==> config.mk <==
export PLATFORM = sky130hd
export DESIGN_NAME = esl_top
export DESIGN_NICKNAME = d
export VERILOG_FILES = /design/src/esl_pkg.sv /design/src/esl_sync2.sv /design/src/esl_top.sv
export SDC_FILE = /design/constraint.sdc
export NUM_CORES = 1
export LEC_CHECK = 0
export BUFFER_PORTS_ARGS = -buffer_cell sky130_fd_sc_hd__buf_2
export CORE_MARGIN = 2
export CORE_UTILIZATION = 40
export DETAILED_ROUTE_END_ITERATION = 6
export SLEW_MARGIN = 15
export SYNTH_ARGS = -nofsm -noshare
export SYNTH_HDL_FRONTEND = slang
export SYNTH_HIERARCHICAL = 1
export SYNTH_SLANG_ARGS = --single-unit
==> constraint.sdc <==
create_clock -name ref_clk_in -period 3.6 [get_ports ref_clk_in]
set_input_delay 0 -clock ref_clk_in [delete_from_list [all_inputs] [get_ports ref_clk_in]]
set_output_delay 0 -clock ref_clk_in [all_outputs]
set_load 0.1 [all_outputs]
==> src/esl_pkg.sv <==
// ************************************************************
// Shared constants and types of the setting load control.
// ************************************************************
package esl_pkg;

    // Clock rate and timing figures.
    localparam int CLK_HZ = 20000000;
    localparam int STABLE_MS = 10;
    localparam int STABLE_CYC = STABLE_MS * (CLK_HZ / 1000);
    localparam int CNT_W = 18;

    // Register byte offsets.
    localparam logic [4:0] OFF_CTRL = 5'h00;
    localparam logic [4:0] OFF_STATUS = 5'h04;
    localparam logic [4:0] OFF_IRQ_STAT = 5'h08;
    localparam logic [4:0] OFF_IRQ_MASK = 5'h0c;
    localparam logic [4:0] OFF_LAST = 5'h10;
    localparam logic [4:0] OFF_UPPER = 5'h14;
    localparam logic [4:0] OFF_LOWER = 5'h18;
    localparam logic [4:0] OFF_ACK = 5'h1c;

    // Control register fields and reset value.
    localparam int CTRL_SCAN_LSB = 0;
    localparam int CTRL_DEC_BIT = 2;
    localparam int CTRL_EXT_BIT = 3;
    localparam logic [3:0] CTRL_RST = 4'h8;

    // Interrupt event bit positions.
    localparam int EV_LOAD = 0;
    localparam int EV_MEAS = 1;
    localparam int EV_REFUSE = 2;
    localparam int EV_RESTART = 3;
    localparam int EV_W = 4;

    // Select code and digit widths.
    localparam int CODE_W = 6;
    localparam int DIG_W = 16;
    localparam logic [5:0] CODE_NONE = 6'h00;

    // Scan function setting.
    typedef enum logic [1:0] {
        SCAN_OFF = 2'b00,
        SCAN_AUTO = 2'b01,
        SCAN_STEP = 2'b10
    } esl_scan_t;

    // Request handed to the measurement sequencer.
    typedef struct packed {
        logic valid;
        logic measure_only;
        logic is_channel;
        logic switch_ch;
        logic first_channel;
        logic [5:0] code;
    } esl_req_t;

    // Synchronised pin bundle.
    typedef struct packed {
        logic measure_start_input;
        logic restart;
        logic multiplexer_mode_input;
        logic half;
        logic leads;
        logic [1:0] spare;
        logic [5:0] code;
    } esl_pins_t;

endpackage : esl_pkg

==> src/esl_sync2.sv <==
`timescale 1ns/10ps
`default_nettype none
// ************************************************************
// Two-stage synchroniser for a bundle of pin levels.
// ************************************************************
module esl_sync2 #(
    parameter int W = 1
) (
    // Clock and reset.
    input wire logic ref_clk_in,
    input wire logic rst_n_in,
    // Levels.
    input wire logic [W-1:0] async_in,
    output logic [W-1:0] sync_out
);

    logic [W-1:0] meta_q;

    // The first stage feeds only the second stage.
    always_ff @(posedge ref_clk_in) begin
        if (!rst_n_in) begin
            meta_q <= '0;
            sync_out <= '0;
        end else begin
            meta_q <= async_in;
            sync_out <= meta_q;
        end
    end

endmodule : esl_sync2
`default_nettype wire

==> src/esl_top.sv <==
`timescale 1ns/10ps
`default_nettype none
// Notes on behaviour
// - In step scan, a restart seen while idle makes the next trigger measure the first channel.
// - With decimal output on, half select low drives upper digits, high drives lower digits.
// - A trigger loads the panel or channel named by the select code, switches, then measures.
// - Select input 0 is the least significant bit and input 5 the most significant.
// - Under external triggering, a trigger with the previous code measures once without loading.
// - A non-zero code held unchanged for 10 ms loads without a trigger; the code does so only if it differs from the last loaded code.
// - Select inputs stay honoured under remote control.
// - Front panel keys are locked out while a valid code is presented.
// - In auto or step scan the select inputs never change the channel.
// - A channel switch asked for while front leads are attached raises the fault and is refused.
// - Two spare inputs are readable through the status register.
// - The multiplexer mode input decides whether the code names a panel or a channel.
// - The restart input acts only in auto or step scan.
module esl_top #(
    parameter int STABLE_CYCLES = esl_pkg::STABLE_CYC
) (
    // Clock and reset.
    input wire logic ref_clk_in,
    input wire logic rst_n_in,
    // Control port pins.
    input wire logic measure_start_in,
    input wire logic scan_restart_in,
    input wire logic [5:0] setting_select_in,
    input wire logic multiplexer_mode_in,
    input wire logic digit_half_select_in,
    input wire logic front_leads_in,
    input wire logic [1:0] spare_in,
    // Avalon-MM slave.
    input wire logic [4:0] avs_address,
    input wire logic avs_read,
    input wire logic avs_write,
    input wire logic [31:0] avs_writedata,
    output logic [31:0] avs_readdata,
    output logic avs_waitrequest,
    // Results.
    output esl_pkg::esl_req_t load_req_out,
    output logic fault_out,
    output logic key_lock_out,
    output logic [15:0] digits_out,
    output logic irq_out
);
    import esl_pkg::*;

    // ********************************************************
    // Helper functions.
    // ********************************************************

    // True while the scan function is auto or step.
    function automatic logic scan_on(input logic [1:0] mode);
        scan_on = (mode == SCAN_AUTO) || (mode == SCAN_STEP);
    endfunction : scan_on

    // Apply write-one-to-clear while keeping new events.
    function automatic logic [EV_W-1:0] w1c(input logic [EV_W-1:0] cur,
            input logic [EV_W-1:0] clr, input logic [EV_W-1:0] set);
        w1c = (cur & ~clr) | set;
    endfunction : w1c

    // ********************************************************
    // Pin synchronisation and edges.
    // ********************************************************

    esl_pins_t raw_pins;
    esl_pins_t pins;
    esl_pins_t pins_q;
    logic measure_start_input_rise;
    logic restart_rise;

    // Bundle the pins, select bit 0 as LSB.
    assign raw_pins = '{measure_start_input: measure_start_in, restart: scan_restart_in,
        multiplexer_mode_input: multiplexer_mode_in, half: digit_half_select_in,
        leads: front_leads_in, spare: spare_in,
        code: setting_select_in};

    esl_sync2 #(.W($bits(esl_pins_t))) u_sync (
        .ref_clk_in(ref_clk_in),
        .rst_n_in(rst_n_in),
        .async_in(raw_pins),
        .sync_out(pins)
    );

    // Previous synchronised levels for edge detection.
    always_ff @(posedge ref_clk_in) begin
        if (!rst_n_in) begin
            pins_q <= '0;
        end else begin
            pins_q <= pins;
        end
    end

    // Off-to-on edges.
    assign measure_start_input_rise = pins.measure_start_input && !pins_q.measure_start_input;
    assign restart_rise = pins.restart && !pins_q.restart;

    // ********************************************************
    // Register state.
    // ********************************************************

    logic [3:0] ctrl_q;
    logic [EV_W-1:0] irq_stat_q;
    logic [EV_W-1:0] irq_mask_q;
    logic [15:0] upper_q;
    logic [15:0] lower_q;
    logic [5:0] last_code_q;
    logic busy_q;
    logic restart_pend_q;
    logic [CNT_W-1:0] stable_cnt_q;
    logic stable_arm_q;
    logic [1:0] scan_mode;
    logic wr_acc;
    logic ack_wr;

    assign scan_mode = ctrl_q[CTRL_SCAN_LSB +: 2];
    assign wr_acc = avs_write && !avs_waitrequest;
    assign ack_wr = wr_acc && (avs_address == OFF_ACK) && avs_writedata[0];

    // ********************************************************
    // Stable code timer.
    // ********************************************************

    logic stable_fire;

    // Fires once when a non-zero code holds still for the full time.
    assign stable_fire = stable_arm_q &&
        (stable_cnt_q == CNT_W'(STABLE_CYCLES - 1));

    // Restart the count on every code change.
    always_ff @(posedge ref_clk_in) begin
        if (!rst_n_in) begin
            stable_cnt_q <= '0;
            stable_arm_q <= 1'b0;
        end else if (pins.code != pins_q.code) begin
            stable_cnt_q <= '0;
            stable_arm_q <= (pins.code != CODE_NONE);
        end else if (stable_fire) begin
            stable_arm_q <= 1'b0;
        end else if (stable_arm_q) begin
            stable_cnt_q <= stable_cnt_q + 1'b1;
        end
    end

    // ********************************************************
    // Load decision.
    // ********************************************************

    esl_req_t req_d;
    logic refuse_d;
    logic same_code;
    logic go;

    assign same_code = (pins.code == last_code_q);
    // A trigger counts whenever not busy; the timer only for a new code.
    assign go = !busy_q && (measure_start_input_rise || (stable_fire && !same_code));

    // Work out what the trigger or timer asks for.
    always_comb begin
        req_d = '0;
        refuse_d = 1'b0;
        if (go) begin
            req_d.code = pins.code;
            req_d.is_channel = pins.multiplexer_mode_input;
            req_d.first_channel = measure_start_input_rise && restart_pend_q;
            if (measure_start_input_rise && same_code && ctrl_q[CTRL_EXT_BIT]) begin
                req_d.valid = 1'b1;
                req_d.measure_only = 1'b1;
            end else if (pins.multiplexer_mode_input && scan_on(scan_mode)) begin
                req_d.valid = measure_start_input_rise;
                req_d.measure_only = 1'b1;
            end else if (pins.multiplexer_mode_input && pins.leads) begin
                refuse_d = 1'b1;
            end else begin
                req_d.valid = 1'b1;
                req_d.switch_ch = pins.multiplexer_mode_input;
            end
        end
    end

    // Issue requests, one cycle pulse.
    always_ff @(posedge ref_clk_in) begin
        if (!rst_n_in) begin
            load_req_out <= '0;
        end else begin
            load_req_out <= req_d;
        end
    end

    // Remember the loaded code and hold off until firmware acks.
    always_ff @(posedge ref_clk_in) begin
        if (!rst_n_in) begin
            last_code_q <= CODE_NONE;
            busy_q <= 1'b0;
        end else if (req_d.valid && !req_d.measure_only) begin
            last_code_q <= req_d.code;
            busy_q <= 1'b1;
        end else if (ack_wr) begin
            busy_q <= 1'b0;
        end
    end

    // Fault stays until the code is switched again or any request, measure only included, is issued.
    always_ff @(posedge ref_clk_in) begin
        if (!rst_n_in) begin
            fault_out <= 1'b0;
        end else if (refuse_d) begin
            fault_out <= 1'b1;
        end else if (pins.code != pins_q.code || req_d.valid) begin
            fault_out <= 1'b0;
        end
    end

    // ********************************************************
    // Scan restart.
    // ********************************************************

    // Step mode takes it while idle; auto mode reserves it too.
    always_ff @(posedge ref_clk_in) begin
        if (!rst_n_in) begin
            restart_pend_q <= 1'b0;
        end else if (!scan_on(scan_mode)) begin
            restart_pend_q <= 1'b0;
        end else if (restart_rise && (scan_mode == SCAN_AUTO || !busy_q)) begin
            restart_pend_q <= 1'b1;
        end else if (go && measure_start_input_rise) begin
            restart_pend_q <= 1'b0;
        end
    end

    // ********************************************************
    // Key lockout and digit output.
    // ********************************************************

    // Keys are locked whenever a non-zero code is presented.
    always_ff @(posedge ref_clk_in) begin
        if (!rst_n_in) begin
            key_lock_out <= 1'b0;
        end else begin
            key_lock_out <= (pins.code != CODE_NONE);
        end
    end

    // Half select picks upper or lower digits in decimal mode.
    always_ff @(posedge ref_clk_in) begin
        if (!rst_n_in) begin
            digits_out <= '0;
        end else if (!ctrl_q[CTRL_DEC_BIT]) begin
            digits_out <= '0;
        end else begin
            digits_out <= pins.half ? lower_q : upper_q;
        end
    end

    // ********************************************************
    // Interrupts.
    // ********************************************************

    logic [EV_W-1:0] ev_set;
    logic [EV_W-1:0] ev_clr;

    assign ev_set = {restart_rise && scan_on(scan_mode), refuse_d,
        req_d.valid && req_d.measure_only,
        req_d.valid && !req_d.measure_only};
    assign ev_clr = (wr_acc && avs_address == OFF_IRQ_STAT) ?
        avs_writedata[EV_W-1:0] : '0;

    // Sticky status, a new event wins over a clear.
    always_ff @(posedge ref_clk_in) begin
        if (!rst_n_in) begin
            irq_stat_q <= '0;
        end else begin
            irq_stat_q <= w1c(irq_stat_q, ev_clr, ev_set);
        end
    end

    // Level interrupt from unmasked status.
    always_ff @(posedge ref_clk_in) begin
        if (!rst_n_in) begin
            irq_out <= 1'b0;
        end else begin
            irq_out <= |(w1c(irq_stat_q, ev_clr, ev_set) & irq_mask_q);
        end
    end

    // ********************************************************
    // Avalon-MM slave.
    // ********************************************************

    // Waitrequest drops for one cycle after a request is seen.
    always_ff @(posedge ref_clk_in) begin
        if (!rst_n_in) begin
            avs_waitrequest <= 1'b1;
        end else begin
            avs_waitrequest <= !(avs_waitrequest && (avs_read || avs_write));
        end
    end

    // Writable registers.
    always_ff @(posedge ref_clk_in) begin
        if (!rst_n_in) begin
            ctrl_q <= CTRL_RST;
            irq_mask_q <= '0;
            upper_q <= '0;
            lower_q <= '0;
        end else if (wr_acc) begin
            unique case (avs_address)
                OFF_CTRL: ctrl_q <= avs_writedata[3:0];
                OFF_IRQ_MASK: irq_mask_q <= avs_writedata[EV_W-1:0];
                OFF_UPPER: upper_q <= avs_writedata[15:0];
                OFF_LOWER: lower_q <= avs_writedata[15:0];
                default: ;
            endcase
        end
    end

    // Read data is loaded as waitrequest falls.
    always_ff @(posedge ref_clk_in) begin
        if (!rst_n_in) begin
            avs_readdata <= '0;
        end else if (avs_read && avs_waitrequest) begin
            unique case (avs_address)
                OFF_CTRL: avs_readdata <= {28'h0000000, ctrl_q};
                OFF_STATUS: avs_readdata <= {18'h00000, fault_out,
                    restart_pend_q, busy_q, key_lock_out, pins.half,
                    pins.multiplexer_mode_input, pins.code, pins.spare};
                OFF_IRQ_STAT: avs_readdata <= {28'h0000000, irq_stat_q};
                OFF_IRQ_MASK: avs_readdata <= {28'h0000000, irq_mask_q};
                OFF_LAST: avs_readdata <= {26'h0000000, last_code_q};
                OFF_UPPER: avs_readdata <= {16'h0000, upper_q};
                OFF_LOWER: avs_readdata <= {16'h0000, lower_q};
                default: avs_readdata <= '0;
            endcase
        end
    end

endmodule : esl_top
`default_nettype wire

-- Word-level counts from Yosys, hierarchy flattened
Cells that the tools add are included.
- logic and storage cells: 120
- output and inout port bits: 63
- input port bits: 54
- bits in registers: 168
- reduce and logical (&&, ||, !) cells: 50
- eq/ne operators: 12
- muxes and demuxes: 23
- bitwise logic cells: 7
- add/subtract/negate cells: 1
- operator list (cell ; number):
    one-hot mux 16 bit (7 select lines) ; 1
    logical AND 1 bit ; 21
    equality test 5 bit, second input constant ; 4
    adder 18 x 1 -> 18 bit, second input constant ; 1
    equality test 18 bit, second input constant ; 1
    two-way mux 1 bit ; 18
    two-way mux 16 bit ; 1
    AND reduction 2 bit ; 8
    two-way mux 11 bit ; 1
    equality test 5 x 4 -> 1 bit, second input constant ; 2
    AND 4 bit ; 2
    nonzero test 2 bit ; 4
    zero test 1 bit ; 7
    equality test 6 bit ; 1
    != test 6 bit ; 1
    nonzero test 6 bit ; 1
    equality test 5 x 3 -> 1 bit, second input constant ; 1
    zero test 5 bit ; 1
    logical OR 1 bit ; 5
    OR reduction 5 bit ; 1
    two-way mux 4 bit ; 1
    inverter 4 bit ; 1
    OR 4 bit ; 1
    OR reduction 4 bit ; 1
    other kinds (5) ; 7

-- Depth between registers and ports, before layout
- depth after elaboration: 11
- depth in mapped cells: 7
- mapped depth without buffers: 7

-- Cells and area by module
Netlist, hierarchy kept.
- by module, submodules not included (module ; cells an instance ; seq. area each (sq um) ; area an instance (sq um) ; instances):
    esl_top ; 631 ; 2522.4 ; 5632.9 ; 1
    esl_sync2 ; 54 ; 520.5 ; 730.7 ; 1

-- Worst setup path after synthesis
No wires, ideal clock.
- path type: reg2reg
- start point: register avs_waitrequest
- end point: register avs_readdata[10]
- setup time: 0.068 ns
- data required time: 3.532 ns
- arrival: 2.241 ns
- path buffers: 1
- slack: 1.291 ns
- stages on the path, launching flop included: 6
- clock period less this slack: 2.309 ns
- cell sequence: dfxtp_1 -> nand2_1 -> a2111oi_2 -> buf_2 -> a22oi_1 -> nor2_1
- cells in the longest elaborated chain, start to end: 1
- ends and longest elaborated chain (what ; line ; source):
    from (decl) ; esl_top.sv:37 ; output logic avs_waitrequest,
    from (signal assigned) ; esl_top.sv:295 ; avs_waitrequest <= !(avs_waitrequest && (avs_read || avs_write));
    logical AND 1 bit ; esl_top.sv:321 ; end else if (avs_read && avs_waitrequest) begin
    to (signal assigned) ; esl_top.sv:323 ; OFF_CTRL: avs_readdata <= {28'h0000000, ctrl_q};
    to (signal assigned) ; esl_top.sv:324 ; OFF_STATUS: avs_readdata <= {18'h00000, fault_out,
    to (signal assigned) ; esl_top.sv:327 ; OFF_IRQ_STAT: avs_readdata <= {28'h0000000, irq_stat_q};
    to (decl) ; esl_top.sv:36 ; output logic [31:0] avs_readdata,
Every way passes these cells.
A chain may end at the register's enable or synchronous reset.

-- Final worst setup path
- start point: register avs_waitrequest
- end point: register avs_readdata[3]
Same word-level chain as after synthesis.

==> run metrics <==
RSZ-0062 raised after global routing no; Max-Cap Viols 0; hold path cells 4; Tot GR Track Use 18.9%; Critical Path RT 3.97 ns; Final Hold Viols 0; asr flop ratio synth 0%; Detail Route Antenna Nets 0; syn avg cell area 9.29 um2; Core Region between 15,000 and 20,000 um2; Num CTS Buffers 17; largest area contributor in the netlist dfxtp_1; Area Growth Syn to Fin 22.9%; worst r2r dst avs_readdata[3]; Hold Path Origin avs_address[1]; drt drc 0; Setup CP Type register to register; YS warnings 6; Placed Cells 957; crit path launch type register; hold endpoint avs_readdata[11]; Die Span X 130 um; total number of vias 5,237; clock sinks 152; grt ovf 0; H-Tree Depth 4; final setup TNS 0 ns; WP buf/inv 1; Die ar. 16,900 um2; peak supply drop 0.346 mV; ant diodes 0; clock tree buffer depth 2; #FFs+latches synth 152; dpl hpwl 10.9 mm; Synth top cells by count 152 x dfxtp_1, 100 x nand2_1, 54 x nor2_1, 52 x a21oi_1, 46 x mux2i_1; Reg2Reg Launch Point avs_waitrequest; register area share after synthesis 47.8%; Final Non-Filler Cells 1,020; root buffer selected by CTS clkbuf_16; Crit Path Max Fanout 17; Max Clock Skew 0.00914 ns; first-pass GRT wire length approximately 25 mm; total wire length 15.9 mm; cell count after synthesis 685; initial antenna violation count 0; Fillers 1,442; Post-synth EDFFs 0; static leakage roughly 3 nW; Hold Crit Class primary input to register; Slew Limit Fails 0; fmax 446 MHz; R2R cell count 5; PwrDens 502 nW/um2; Clock transition at path regs 0.06 ns; fin crit period 2.24 ns; post-CTS sizing 0; initial drt markers 306; drt pass-1 iters 5; Synth top area share around 48%; Nets approximately 850; overall die height 130 um; Post-Syn Area 6360 um2; Tightest Pin Transition 1.10 ns; CP Cell Sequence nand2_1, a2111oi_2, buf_4, and2_1, a32o_1; period utilization approximately 62%; status complete, no violations; CP max-delay cell a2111oi_2; synth unique cells 70; row count 46; crit end category register; Post-Place Worst Slack ~1.3 ns; Synth Flop Type dfxtp_1; final number of setup-violating endpoints 0; CTS tree yes; Reg2Reg Setup Slack 1.36 ns; share of cells above drive strength 1 between 10% and 20%; Worst slew margin 26.6%; largest cells by area after synthesis dfxtp_1 48%, mux2i_1 7.2%, nand2_1 5.9%; vias per inst 5.13; Worst EP arrival 2.61 ns; CP delay by family, top compound AO/OA/AOI/OAI gates; gp weighted congestion 0.876; drt wl/cell 15.6 um; vias in the first global route roughly 4,800; port bufs 84; Clock Latency Late Sink 0.42 ns; fin worst setup slack 1.36 ns; top-count cell post-synth dfxtp_1; Crit path largest cell delay 0.69 ns; largest net degree at the start of global routing 36; Ports roughly 120; Initial Utilization 40.5%
## how the worst max path moves through the flow
stage                       end  cells past startpoint            start  slack (ns)
4_1_cts        stable_cnt_q[10]                      5  stable_cnt_q[9]        1.37
5_1_grt        stable_cnt_q[12]                      5  stable_cnt_q[9]        1.15
6_report        avs_readdata[3]                      5  avs_waitrequest        1.36
2_1_floorplan  avs_readdata[10]                      5  avs_waitrequest        1.29
3_3_place_gp            irq_out                      6   avs_address[3]        1.28
3_5_place_dp            irq_out                      6   avs_address[3]        1.29
## metal layers
metal	vias up	GRT usage [%]	part of all wire, %
met4	0	6.01	1.2
met3	21	4.31	5.4
met2	166	30.5	47
li1	2572	-	-
met5	-	0	0
met1	2478	25.2	47
## cells in the final DEF, fill, tap and decap left out, drive strengths merged, types with 7 or more instances in the layout
cell type and count:
clkbuf 23, or3 12, dfxtp 152, nand3 12, nor2 54, and2 45
inv 15, mux2i 46, nand2 100, o22ai 7, xor2 12, a22o 8
a22oi 19, o21ai 13, buf 92, conb 16, a21oi 53, dlygate4sd3 31
## flip-flops by register name, indices dropped and copies added, names as in the netlist, 4 cells and up
signal and count:
irq_mask_q 4, last_code_q 6, ctrl_q 4, u_sync/meta_q 13
load_req_out 11, u_sync/sync_out 13, digits_out 16, avs_readdata 16
pins_q 8, upper_q 16, irq_stat_q 4, lower_q 16
stable_cnt_q 18
## power breakdown
part / total (mW) / leakage, nW / internal (mW) / switching (mW)
clock: 1.90 / 0.303 / 1.20 / 0.697
sequential: 1.73 / 1.23 / 1.71 / 0.0238
combinational: 0.295 / 1.56 / 0.0885 / 0.207
total: 3.93 / 3.09 / 3.00 / 0.927
## worst reg2reg max path, stage by stage, from the launching register on
cell       delay (ns)
dfxtp_1          0.39
nand2_1          0.45
a2111oi_2        0.69
buf_4            0.30
and2_1           0.22
a32o_1           0.14
## logic make-up (layout without fill, tap and decap cells)
group	Yosys count	count (layout)	synth area share [%]
mux	46	46	7.24
simple gates	259	259	21.1
xor+xnor	17	17	2.34
compound gates	143	143	15.6
flops	152	152	47.8
buf+inv	65	169	5.39
other cells	1	16	0.0589
fa+ha+maj	2	2	0.393
## per-stage QoR
stage | cell area, um2 | hold slack, ns | power, mW | util [%]
6_report | 7820 | 0.0662 | 3.93 | 49.8
5_1_grt | 7820 | 0.138 | 4.06 | 49.8
3_3_place_gp | 6880 | 0.206 | 2.03 | 43.8
4_1_cts | 7820 | 0.0562 | 3.95 | 49.8
2_1_floorplan | 6420 | 0.116 | 1.98 | -
3_5_place_dp | 6880 | 0.210 | 2.03 | 43.8
## repair_timing
action                                 4_1_cts  5_1_grt
hold buffers                                31        0
endpoints found under the hold margin       56        0
setup buffers                                0        0
## final cells by class
cell class                 count  area (um2)  share of cell area [%]
clock buffer                  23         468                    5.98
clock inverter                 9         163                    2.08
inverter                      14        52.6                   0.672
multi-input combinational    483        3030                    38.8
sequential                   152        3040                    38.9
tap                          216         270                    3.46
timing repair buffer         123         791                    10.1
Note: power is estimated with default switching activity, not from simulation.
